## src/emp_defs.vh

```
/*
 Constants for the message section parser: register offsets, field
 positions, section codes and display timing.
 Assumes a 125 MHz mclk.
*/
`ifndef EMP_DEFS_VH
`define EMP_DEFS_VH
`define EMP_REG_CTRL 8'h00
`define EMP_REG_CARD_LO 8'h04
`define EMP_REG_CARD_HI 8'h08
`define EMP_REG_STATUS 8'h0C
`define EMP_REG_MSG_ID 8'h10
`define EMP_REG_MSG_TIME 8'h14
`define EMP_REG_MSG_FMT 8'h18
`define EMP_REG_EMM_INFO 8'h1C
`define EMP_CTRL_EN 0
`define EMP_CTRL_SVC 1
`define EMP_CTRL_DISMISS 2
`define EMP_ST_CRC_ERR 0
`define EMP_ST_LEN_ERR 1
`define EMP_CTRL_RST 1'b1
`define EMP_TID_EMM 8'h84
`define EMP_TID_MSG 8'h85
`define EMP_ERA_FREE 8'h00
`define EMP_ERA_HOLD 8'h01
`define EMP_ERA_OFF 8'h02
`define EMP_DUR_FOREVER 8'hFF
`define EMP_HDR_LEN 13'd8
`define EMP_MSG_TXT 17'd17
`define EMP_CARD_LEN 17'd6
`define EMP_TAMPER_LEN 17'd32
`define EMP_CRC_POLY 32'h04C11DB7
`define EMP_TENTH_MIN_MS 6000
`define EMP_CLK_KHZ 125000
`define EMP_TENTH_MIN_CYCLES (`EMP_TENTH_MIN_MS * `EMP_CLK_KHZ)
`endif

```

## src/emp_section_parser.v

```verilog
/*
 Section parser for individual-information and common message sections,
 with display timing and an AHB-Lite register slave.
 Assumes section bytes come from same-clock logic, first byte flagged.
*/
`include "emp_defs.vh"
`timescale 1ns/1ps
`default_nettype none
module emp_section_parser #(
	parameter TENTH_MIN_CYCLES = `EMP_TENTH_MIN_CYCLES
) (
	input wire mclk,
	input wire reset,
	input wire sec_valid,
	input wire sec_start,
	input wire [7:0] sec_data,
	input wire hsel,
	input wire [31:0] haddr,
	input wire hwrite,
	input wire [1:0] htrans,
	input wire [2:0] hsize,
	input wire [31:0] hwdata,
	input wire hready,
	output wire hreadyout,
	output wire hresp,
	output wire [31:0] hrdata,
	output wire txt_valid,
	output wire [7:0] txt_data,
	output wire tamper_valid,
	output wire [7:0] tamper_data,
	output wire emm_hit,
	output wire sec_bad,
	output wire msg_show
);
	localparam D_IDLE = 2'd0;
	localparam D_T1 = 2'd1;
	localparam D_T2 = 2'd2;
	localparam D_T3 = 2'd3;

	function [31:0] emp_crc32;
		input [31:0] c;
		input [7:0] d;
		integer i;
		reg [31:0] r;
		begin
			r = c;
			for (i = 7; i >= 0; i = i - 1) begin
				if (r[31] ^ d[i])
					r = {r[30:0], 1'b0} ^ `EMP_CRC_POLY;
				else
					r = {r[30:0], 1'b0};
			end
			emp_crc32 = r;
		end
	endfunction

	function [7:0] emp_dur;
		input [1:0] st;
		input [23:0] durs;
		begin
			if (st == D_T1)
				emp_dur = durs[23:16];
			else if (st == D_T2)
				emp_dur = durs[15:8];
			else
				emp_dur = durs[7:0];
		end
	endfunction

	// Bus slave state; reads take one wait state so a write just before is seen
	reg ph_wr_ff, ph_rd_ff, rd_done_ff;
	reg [7:0] ph_addr_ff;
	reg [31:0] hrdata_ff, rd_mux;
	reg en_ff, svc_ff, dismiss_ff, crc_err_ff, len_err_ff;
	reg [47:0] card_ff;
	wire ap = hsel & htrans[1] & hready;
	wire wr_now = ph_wr_ff;

	// Section walker state
	reg [12:0] idx_ff, tot_ff, cur_idx;
	reg [3:0] len_hi_ff;
	reg act_ff;
	reg [7:0] tid_ff;
	reg [15:0] ext_ff;
	reg [4:0] ver_ff;
	reg [31:0] crc_ff, nxt_crc;
	reg [7:0] grp_ff, era_ff, d1_ff, d2_ff, d3_ff, rep_in_ff, fmt_ff;
	reg [15:0] tlen_ff;
	reg [16:0] pcnt_ff;
	reg [15:0] plen_ff, p_upd_ff, p_exp_ff, h_upd_ff, h_exp_ff;
	reg match_ff, hit_ff;
	reg txt_valid_ff, tamper_valid_ff, emm_hit_ff, sec_bad_ff;
	reg [7:0] txt_data_ff, tamper_data_ff;
	// Committed message and individual information
	reg msg_valid_ff, msg_new_ff;
	reg [15:0] m_preset_ff, m_tlen_ff, e_upd_ff, e_exp_ff;
	reg [4:0] m_ver_ff;
	reg [7:0] m_grp_ff, m_era_ff, m_d1_ff, m_d2_ff, m_d3_ff, m_rep_ff, m_fmt_ff;
	// Display sequencer
	reg [1:0] dst_ff;
	reg [7:0] tmr_ff, rep_ff;
	reg [31:0] div_ff;
	wire tick = (div_ff == TENTH_MIN_CYCLES - 1);
	wire b_ok = (cur_idx >= `EMP_HDR_LEN) && (cur_idx < tot_ff - 13'd4);
	wire last_b = (cur_idx > 13'd2) && (cur_idx == tot_ff - 13'd1);
	wire len_bad = (tid_ff == `EMP_TID_MSG) ?
		(`EMP_MSG_TXT + {1'b0, tlen_ff} != {4'h0, tot_ff} - 17'd4) : (pcnt_ff != 17'd0);

	always @* begin
		cur_idx = sec_start ? 13'd0 : idx_ff;
		nxt_crc = emp_crc32(sec_start ? 32'hFFFFFFFF : crc_ff, sec_data);
	end

	always @(posedge mclk) begin
		if (reset) begin
			ph_wr_ff <= 1'b0;
			ph_rd_ff <= 1'b0;
			rd_done_ff <= 1'b0;
			ph_addr_ff <= 8'h00;
			hrdata_ff <= 32'h00000000;
			en_ff <= `EMP_CTRL_RST;
			svc_ff <= 1'b0;
			dismiss_ff <= 1'b0;
			card_ff <= 48'h000000000000;
		end else begin
			svc_ff <= 1'b0;
			dismiss_ff <= 1'b0;
			if (ap) begin
				ph_wr_ff <= hwrite;
				ph_rd_ff <= ~hwrite;
				rd_done_ff <= 1'b0;
				ph_addr_ff <= haddr[7:0];
			end else if (hreadyout) begin
				ph_wr_ff <= 1'b0;
				ph_rd_ff <= 1'b0;
			end
			if (ph_rd_ff && !rd_done_ff) begin
				hrdata_ff <= rd_mux;
				rd_done_ff <= 1'b1;
			end
			if (wr_now) begin
				if (ph_addr_ff == `EMP_REG_CTRL) begin
					en_ff <= hwdata[`EMP_CTRL_EN];
					svc_ff <= hwdata[`EMP_CTRL_SVC];
					dismiss_ff <= hwdata[`EMP_CTRL_DISMISS];
				end else if (ph_addr_ff == `EMP_REG_CARD_LO) begin
					card_ff[31:0] <= hwdata;
				end else if (ph_addr_ff == `EMP_REG_CARD_HI) begin
					card_ff[47:32] <= hwdata[15:0];
				end
			end
		end
	end

	always @* begin
		rd_mux = 32'h00000000;
		if (ph_addr_ff == `EMP_REG_CTRL)
			rd_mux = {31'h00000000, en_ff};
		else if (ph_addr_ff == `EMP_REG_CARD_LO)
			rd_mux = card_ff[31:0];
		else if (ph_addr_ff == `EMP_REG_CARD_HI)
			rd_mux = {16'h0000, card_ff[47:32]};
		else if (ph_addr_ff == `EMP_REG_STATUS)
			rd_mux = {16'h0000, rep_ff, 2'b00, dst_ff, msg_show, msg_valid_ff,
				len_err_ff, crc_err_ff};
		else if (ph_addr_ff == `EMP_REG_MSG_ID)
			rd_mux = {3'b000, m_ver_ff, m_grp_ff, m_preset_ff};
		else if (ph_addr_ff == `EMP_REG_MSG_TIME)
			rd_mux = {m_d1_ff, m_d2_ff, m_d3_ff, m_rep_ff};
		else if (ph_addr_ff == `EMP_REG_MSG_FMT)
			rd_mux = {m_tlen_ff, m_fmt_ff, m_era_ff};
		else if (ph_addr_ff == `EMP_REG_EMM_INFO)
			rd_mux = {e_upd_ff, e_exp_ff};
	end

	always @(posedge mclk) begin
		if (reset) begin
			idx_ff <= 13'd0;
			tot_ff <= 13'd0;
			len_hi_ff <= 4'h0;
			act_ff <= 1'b0;
			tid_ff <= 8'h00;
			ext_ff <= 16'h0000;
			ver_ff <= 5'd0;
			crc_ff <= 32'hFFFFFFFF;
			{grp_ff, era_ff, d1_ff, d2_ff, d3_ff, rep_in_ff, fmt_ff} <= 56'h0;
			tlen_ff <= 16'h0000;
			pcnt_ff <= 17'd0;
			{plen_ff, p_upd_ff, p_exp_ff, h_upd_ff, h_exp_ff} <= 80'h0;
			match_ff <= 1'b0;
			hit_ff <= 1'b0;
			{txt_valid_ff, tamper_valid_ff, emm_hit_ff, sec_bad_ff} <= 4'h0;
			txt_data_ff <= 8'h00;
			tamper_data_ff <= 8'h00;
			msg_valid_ff <= 1'b0;
			msg_new_ff <= 1'b0;
			{m_preset_ff, m_tlen_ff, e_upd_ff, e_exp_ff} <= 64'h0;
			m_ver_ff <= 5'd0;
			{m_grp_ff, m_era_ff, m_d1_ff, m_d2_ff, m_d3_ff, m_rep_ff, m_fmt_ff} <= 56'h0;
			crc_err_ff <= 1'b0;
			len_err_ff <= 1'b0;
		end else begin
			{txt_valid_ff, tamper_valid_ff, emm_hit_ff, sec_bad_ff} <= 4'h0;
			msg_new_ff <= 1'b0;
			// Set wins over a same-cycle write-one-to-clear
			if (wr_now && ph_addr_ff == `EMP_REG_STATUS) begin
				if (hwdata[`EMP_ST_CRC_ERR])
					crc_err_ff <= 1'b0;
				if (hwdata[`EMP_ST_LEN_ERR])
					len_err_ff <= 1'b0;
			end
			if (sec_valid && en_ff && (sec_start || act_ff)) begin
				idx_ff <= cur_idx + 13'd1;
				crc_ff <= nxt_crc;
				if (cur_idx == 13'd0) begin
					act_ff <= (sec_data == `EMP_TID_EMM) || (sec_data == `EMP_TID_MSG);
					tid_ff <= sec_data;
					pcnt_ff <= 17'd0;
					hit_ff <= 1'b0;
				end else if (cur_idx == 13'd1)
					len_hi_ff <= sec_data[3:0];
				else if (cur_idx == 13'd2)
					tot_ff <= {1'b0, len_hi_ff, sec_data} + 13'd3;
				else if (cur_idx == 13'd3)
					ext_ff[15:8] <= sec_data;
				else if (cur_idx == 13'd4)
					ext_ff[7:0] <= sec_data;
				else if (cur_idx == 13'd5)
					ver_ff <= sec_data[5:1];
				else if (b_ok && tid_ff == `EMP_TID_MSG) begin
					// Plain text, no descrambling stage in this path
					case (cur_idx)
					13'd8: grp_ff <= sec_data;
					13'd9: era_ff <= sec_data;
					13'd10: d1_ff <= sec_data;
					13'd11: d2_ff <= sec_data;
					13'd12: d3_ff <= sec_data;
					13'd13: rep_in_ff <= sec_data;
					13'd14: fmt_ff <= sec_data;
					13'd15: tlen_ff[15:8] <= sec_data;
					13'd16: tlen_ff[7:0] <= sec_data;
					default: begin
						if ({4'h0, cur_idx} < `EMP_MSG_TXT + {1'b0, tlen_ff}) begin
							txt_valid_ff <= (era_ff != `EMP_ERA_OFF);
							txt_data_ff <= sec_data;
						end
					end
					endcase
				end else if (b_ok && tid_ff == `EMP_TID_EMM) begin
					pcnt_ff <= pcnt_ff + 17'd1;
					if (pcnt_ff < `EMP_CARD_LEN) begin
						// Card number is sent most significant byte first
						match_ff <= (pcnt_ff == 17'd0 || match_ff) &&
							(sec_data == card_ff[8 * (5 - pcnt_ff[2:0]) +: 8]);
					end else if (pcnt_ff == 17'd6)
						plen_ff[15:8] <= sec_data;
					else if (pcnt_ff == 17'd7)
						plen_ff[7:0] <= sec_data;
					else begin
						if (pcnt_ff == 17'd11)
							p_upd_ff[15:8] <= sec_data;
						if (pcnt_ff == 17'd12)
							p_upd_ff[7:0] <= sec_data;
						if (pcnt_ff == 17'd13)
							p_exp_ff[15:8] <= sec_data;
						if (pcnt_ff == 17'd14)
							p_exp_ff[7:0] <= sec_data;
						if (pcnt_ff + `EMP_TAMPER_LEN >= {1'b0, plen_ff} + 17'd8) begin
							tamper_valid_ff <= match_ff;
							tamper_data_ff <= sec_data;
						end
						if (pcnt_ff == {1'b0, plen_ff} + 17'd7) begin
							pcnt_ff <= 17'd0;
							if (match_ff) begin
								emm_hit_ff <= 1'b1;
								hit_ff <= 1'b1;
								h_upd_ff <= p_upd_ff;
								h_exp_ff <= {p_exp_ff[15:8], (pcnt_ff == 17'd14) ?
									sec_data : p_exp_ff[7:0]};
							end
						end
					end
				end
				if (last_b) begin
					act_ff <= 1'b0;
					if (nxt_crc != 32'h00000000 || len_bad) begin
						sec_bad_ff <= 1'b1;
						if (nxt_crc != 32'h00000000)
							crc_err_ff <= 1'b1;
						else
							len_err_ff <= 1'b1;
					end else if (tid_ff == `EMP_TID_MSG && ext_ff != 16'h0000) begin
						// Repeats of an unchanged message must not restart the display
						if (!msg_valid_ff || ext_ff != m_preset_ff || ver_ff != m_ver_ff)
							msg_new_ff <= 1'b1;
						msg_valid_ff <= 1'b1;
						m_preset_ff <= ext_ff;
						m_ver_ff <= ver_ff;
						m_grp_ff <= grp_ff;
						m_era_ff <= era_ff;
						{m_d1_ff, m_d2_ff, m_d3_ff} <= {d1_ff, d2_ff, d3_ff};
						{m_rep_ff, m_fmt_ff, m_tlen_ff} <= {rep_in_ff, fmt_ff, tlen_ff};
					end else if (tid_ff == `EMP_TID_EMM && hit_ff) begin
						e_upd_ff <= h_upd_ff;
						e_exp_ff <= h_exp_ff;
					end
				end
			end
		end
	end

	always @(posedge mclk) begin
		if (reset) begin
			dst_ff <= D_IDLE;
			tmr_ff <= 8'h00;
			rep_ff <= 8'h00;
			div_ff <= 32'd0;
		end else begin
			div_ff <= (tick || dst_ff == D_IDLE) ? 32'd0 : div_ff + 32'd1;
			if (msg_new_ff && m_era_ff == `EMP_ERA_OFF) begin
				dst_ff <= D_IDLE;
			end else if (dismiss_ff && m_era_ff == `EMP_ERA_FREE) begin
				dst_ff <= D_IDLE;
			end else if ((svc_ff || (msg_new_ff && dst_ff != D_IDLE)) &&
				msg_valid_ff && m_era_ff != `EMP_ERA_OFF) begin
				dst_ff <= D_T1;
				tmr_ff <= m_d1_ff;
				rep_ff <= (m_rep_ff == 8'h00) ? 8'h01 : m_rep_ff;
				div_ff <= 32'd0;
			end else if (dst_ff != D_IDLE && tmr_ff != `EMP_DUR_FOREVER) begin
				if (tmr_ff == 8'h00 || (tick && tmr_ff == 8'h01)) begin
					div_ff <= 32'd0;
					if (dst_ff != D_T3) begin
						dst_ff <= dst_ff + 2'd1;
						tmr_ff <= emp_dur(dst_ff + 2'd1, {m_d1_ff, m_d2_ff, m_d3_ff});
					end else if (rep_ff > 8'h01) begin
						dst_ff <= D_T1;
						tmr_ff <= m_d1_ff;
						rep_ff <= rep_ff - 8'h01;
					end else
						dst_ff <= D_IDLE;
				end else if (tick)
					tmr_ff <= tmr_ff - 8'h01;
			end
		end
	end

	assign hreadyout = ~ph_rd_ff | rd_done_ff;
	assign hresp = 1'b0;
	assign hrdata = hrdata_ff;
	assign txt_valid = txt_valid_ff;
	assign txt_data = txt_data_ff;
	assign tamper_valid = tamper_valid_ff;
	assign tamper_data = tamper_data_ff;
	assign emm_hit = emm_hit_ff;
	assign sec_bad = sec_bad_ff;
	// Shown in the first and third windows, blanked in the second
	assign msg_show = (dst_ff == D_T1) || (dst_ff == D_T3);
endmodule // emp_section_parser
`default_nettype wire

```

## config.mk

```make
export PLATFORM = sky130hd
export DESIGN_NAME = emp_section_parser
export DESIGN_NICKNAME = d
export VERILOG_FILES = /design/src/emp_section_parser.v
export VERILOG_INCLUDE_DIRS = /design/src
export SDC_FILE = /design/constraint.sdc
export NUM_CORES = 2
export LEC_CHECK = 0
export ABC_AREA = 1
export BUFFER_PORTS_ARGS = -buffer_cell sky130_fd_sc_hd__buf_2
export CORE_AREA = 2 2 253 255
export CTS_CLUSTER_DIAMETER = 120
export DETAILED_ROUTE_END_ITERATION = 8
export DIE_AREA = 0 0 255 257
export GPL_TIMING_DRIVEN = 0
export PLACE_DENSITY = 0.67
export SLEW_MARGIN = 40
export SYNTH_ARGS = -nofsm -noshare
export SYNTH_HDL_FRONTEND = slang
export SYNTH_SLANG_ARGS = --single-unit
```

## constraint.sdc

```tcl
create_clock -name mclk -period 11.84 [get_ports mclk]
set_input_delay 3.552 -clock mclk [delete_from_list [all_inputs] [get_ports mclk]]
set_output_delay 3.552 -clock mclk [all_outputs]
set_load 0.02 [all_outputs]
```

# After elaboration in Yosys (flattened, before gate mapping)

Index checks and enable logic that the tools add are counted.

Bits in registers: 556
Input bits: 84
Word-level logic and storage cells: 382

Add/subtract/negate cells: 15
Order comparisons: 7
Equality and inequality tests: 59
Shifts and indexed selects: 1
Muxes and demuxes: 92
Bitwise operators: 45
Reduce and logical (&&, ||, !) cells: 97

Operators by type and width:

| operator              | number |
|---|---|
| $mux 32               | 15 |
| $mux 27               | 8 |
| $mux 17               | 12 |
| $mux 8                | 15 |
| $not 14->14           | 8 |
| $eq 13x4->1 const B   | 8 |
| $reduce_and 9->1      | 9 |
| $eq 17x4->1 const B   | 4 |
| $reduce_and 13->1     | 5 |
| $shiftx 48x33->8      | 1 |
| $mux 1                | 40 |
| $eq 17x3->1 const B   | 2 |
| $add 32x1->32 const B | 1 |
| $eq 32x30->1 const B  | 1 |
| $eq 8x5->1 const B    | 4 |
| $eq 8x8->1 const B    | 4 |
| $logic_not 8->1       | 4 |
| $reduce_bool 32->1    | 1 |
| $reduce_or 14->1      | 2 |
| $eq 13x2->1 const B   | 2 |
| $eq 13x3->1 const B   | 2 |
| $not 1->1             | 26 |
| $reduce_and 12->1     | 2 |
| $ne 2x2->1 const B    | 11 |
| other kinds (67)      | 129 |

# Depth between registers and ports, before layout

Word-level depth: 22
Depth in mapped cells: 23
Gate-level depth less buffers: 20

# Least setup slack after synthesis

OpenSTA, ideal clock, no wires.

Kind: input port to flip-flop
Start: input sec_start
End: register p_exp_ff[13]
Library setup time: 0.134 ns
Arrival: 6.106 ns
Required time: 11.706 ns
Slack: 5.599 ns
Stages: 18
Path buffers: 6
Cell sequence: buf_4 buf_6 buf_6 buf_2 nor2_1 ha_1 nand4_1 o221ai_1 nand3_1 nand4_1 nor2_1 inv_1 nor2_1 buf_2 nand3_1 buf_2 nor2_1 a211oi_1

Longest elaborated chain between the ends: 6
Elaborated cells between the ends (all ways): 22
Those cells by class: 2 x order compare; 5 x eq/ne; 1 x mux; 7 x bitwise; 7 x reduce/logical

Ends and longest elaborated chain:

| what                                                                | line                     | source |
|---|---|---|
| from (decl)                                                         | emp_section_parser.v:15  | `input wire sec_start,` |
| $mux 13                                                             | emp_section_parser.v:110 | `cur_idx = sec_start ? 13'd0 : idx_ff;` |
| $ge 13x4->1 (no source line) / $lt 13x13->1 (equally long branches) | --                       |  |
| $logic_and 1x1->1                                                   | emp_section_parser.v:104 | `` wire b_ok = (cur_idx >= `EMP_HDR_LEN) && (cur_idx < tot_ff - 13'd4); `` |
| $logic_and 1x1->1 (no source line)                                  | --                       |  |
| $not 1->1 (no source line)                                          | --                       |  |
| $reduce_and 13->1 (no source line) *                                | --                       |  |
| to (signal assigned)                                                | emp_section_parser.v:265 | `p_exp_ff[15:8] <= sec_data;` |
| to (decl)                                                           | emp_section_parser.v:90  | `reg [15:0] plen_ff, p_upd_ff, p_exp_ff, h_upd_ff, h_exp_ff;` |

Every way passes the cells marked *; elsewhere a longest branch is shown, timed or not.
A chain may end at the register's enable or synchronous reset.

# Final worst setup path

Start: input sec_start
End: register d2_ff[6]

Longest elaborated chain between the ends: 5
Elaborated cells between the ends (all ways): 21
Those cells by class: 2 x order compare; 6 x eq/ne; 1 x mux; 6 x bitwise; 6 x reduce/logical

Ends and longest elaborated chain:

| what                                                                | line                     | source |
|---|---|---|
| $mux 13                                                             | emp_section_parser.v:110 |  |
| $ge 13x4->1 (no source line) / $lt 13x13->1 (equally long branches) | --                       |  |
| $logic_and 1x1->1                                                   | emp_section_parser.v:104 |  |
| $logic_and 1x1->1 (no source line)                                  | --                       |  |
| $reduce_and 9->1 (no source line) *                                 | --                       |  |
| to (signal assigned)                                                | emp_section_parser.v:236 | `13'd11: d2_ff <= sec_data;` |
| to (decl)                                                           | emp_section_parser.v:87  | `reg [7:0] grp_ff, era_ff, d1_ff, d2_ff, d3_ff, rep_in_ff, fmt_ff;` |

Marked as above.

==> qor.yml <==
post_cts_buffers: 0
ys_seq_elements: 556
max_slew_margin: 0.407
cts.path.max_buffers: 3
seqCellArea_um2: 11100
cellLeakagePower_uw: 0.0154
tightest_slew_ns: 0.890
area_growth_pct: 12.4
rsz0062_at_grt: "no"
postSynthCellCount: 4772
fin_tns_setup_ns: 0
synth-seq-area-share: 0.357
hold_violations: 0
skew_ns: 0.0571
fin_crit_ns: 6.97
worstPathMaxFanout: 10
dr.first_iter.drc_count: 3789
htree_levels: 2
synth_top_area_frac: 0.357
endpoint_kind: "flip-flop"
drv_slew: 0
dr.pass1.iters: 7
ctsResizeCount: 0
max-cap-violations: 0
fp.dieH_um: 257
fmax_mhz: 144
antenna_found_initial: 4
die_x_um: 255
multi_input_area_um2: 16200
synthFlopType: "dfxtp_1"
fin_nets: 5103
reg2reg_slack_ns: 7.11
clock-sinks: 556
crit_arrival_ns: 7.52
crit_family: "simple AND/OR/NAND/NOR gates"
core_area_um2: 62700
startpoint_type: "input port"
dieArea_um2: 65500
synth_edf_count: 0
status: "finished clean"
drc: 0
path_buf_inv: 5
fillerInstances: 6348
critPathKind: "input port to flip-flop"
io_pins: 139
reg2reg_to: "d2_ff[6]$_SDFFE_PP0P_"
peakVddDrop_uv: 106
gp_congestion: 1.03
yosys_warnings: 0
path_clk_slew_ns: 0.06
clk_latency_ns: 0.68
postRouteAntennaNets: 0
min_from: "div_ff[0]$_SDFF_PP0_"
async_reset_ff_frac: 0
grt_usage: 0.347
timing.rr.start: "tot_ff[2]$_SDFFE_PP0P_"
port_buffers: 108
syn_area_um2: 31200
post_synth_num_cell_types: 54
root_buffer: "clkbuf_16"
ys_top_cells_by_area: "dfxtp_1 36%, nand2_1 12%, inv_1 8.6%"
final_area_um2: 35100
grt_max_degree: 17
tritoncts: "done"
synth.most_common_cell: "nand2_1"
grt_overflow_total: 0
drive_above_1_share: 0.0691
min_path_type: "flip-flop to flip-flop"
mappedNetlistNets: 4931
setup_viol: 0
ff2ff_path_depth: 15
ctsHoldBuffers: 0
avgSynthCellArea_um2: 6.54
post_dp_cell_area_um2: 32900
route.vias.total: 32400
crit_chain: "buf_4, inv_2, buf_2, nand2_1, inv_1, ha_1, a21oi_1, o21ai_0, a21oi_1, nand4_1, nor2_1, nand4_1, clkbuf_1, o21ai_0, a21oi_1"
finalCritPeriodShare: 0.588
cp_slowest_stage_delay_ns: 0.57
hold_end: "div_ff[0]$_SDFF_PP0_"
via_per_inst: 5.55
power_density_nw_per_um2: 132
rows: 92
start_util: 0.498
synth_commonest_cells: "991 x nand2_1, 716 x inv_1, 586 x nor2_1"
antenna_cells: 0
numCtsBuffers: 61
hold_depth: 1
grt_pass1_wl_um: 174000
drt_wl_total_um: 116000
hpwl_um: 88800
crit_path_frequent_cell: "a21oi_1"
wl_per_cell_um: 19.9
crit_required_ns: 12.39
grt_pass1_vias: 29300
worst_path_max_delay_cell: "nand4_1"
synth_top_cell_by_area: "dfxtp_1"
[layer usage]
metal,vias up,GRT usage,part of all wire
met2,1532,0.532,0.43
met3,313,0.0594,0.098
met1,14800,0.473,0.42
met4,0,0.164,0.054
met5,-,0,0
li1,15800,-,-
[metrics by stage]
stage               utilization  power, µW  hold slack [ns]  setup WS [ns]  cells
floorplan                     -       2350            0.418           5.60   4772
global placement          0.523       2540            0.431           4.19   5726
detailed placement        0.524       2550            0.442           4.37   5727
CTS                       0.559       4630            0.451           5.04   5840
global route              0.559       4790            0.471           4.71   5840
finish                    0.559       4640            0.449           4.87   5840
[state kept, by name, summed over array words and instances (netlist names), 13 cells and up]
| name | flops |
|---|---|
| idx_ff | 13 |
| p_exp_ff | 16 |
| m_preset_ff | 16 |
| h_exp_ff | 16 |
| crc_ff | 32 |
| tot_ff | 13 |
| card_ff | 48 |
| plen_ff | 16 |
| tlen_ff | 16 |
| e_upd_ff | 16 |
| m_tlen_ff | 16 |
| p_upd_ff | 16 |
| div_ff | 32 |
| hrdata | 32 |
| ext_ff | 16 |
| h_upd_ff | 16 |
| e_exp_ff | 16 |
| pcnt_ff | 17 |
[worst max path at each step]
stage,from,endpoint,cells after the start
floorplan,sec_start,p_exp_ff[13]$_SDFFE_PP0P_,18
global placement,sec_data[1],m_ver_ff[0]$_SDFFE_PP0P_,20
detailed placement,sec_start,d2_ff[5]$_SDFFE_PP0P_,15
CTS,sec_start,d2_ff[6]$_SDFFE_PP0P_,15
global route,sec_start,d2_ff[6]$_SDFFE_PP0P_,15
finish,sec_start,d2_ff[6]$_SDFFE_PP0P_,15
[placed cells by master, fill, tap and decap left out, types with 12 or more instances in the layout]
cell       count
xnor2_1       42
dfxtp_1      556
o21ai_0      367
nor3_1        63
clkinv_2      13
a211oi_1      51
buf_1         19
o211ai_1      47
xor2_1       114
nand3_1      163
or2_2         12
a21oi_1      334
inv_1        716
nor2_1       586
nand2_1      991
nor4_1        37
clkinv_1      12
o22ai_1       19
clkbuf_16     62
clkbuf_2      29
ha_1          75
nand4_1      209
buf_2        155
inv_2         13
o221ai_1      33
clkbuf_1     152
[power breakdown]
group	internal [µW]	switching [µW]
Sequential	1900	21.6
Clock	1260	861
Combinational	172	435
[layout make-up]
class / count / area share
well taps: 846 / 0.0302
multi-input cells: 3223 / 0.463
inverters: 741 / 0.0793
repair buffers: 109 / 0.0156
clock inverters: 35 / 0.0144
clock buffers: 78 / 0.0485
flip-flops and latches: 556 / 0.317
plain buffers: 252 / 0.0319
[cell families after synthesis]
family          share of synthesized area
buf+inv                             0.124
simple gates                        0.287
other cells                      0.000120
xor+xnor                           0.0438
compound gates                      0.159
fa+ha+maj                          0.0301
flops                               0.357
Note: power is estimated with default switching activity, not from simulation.
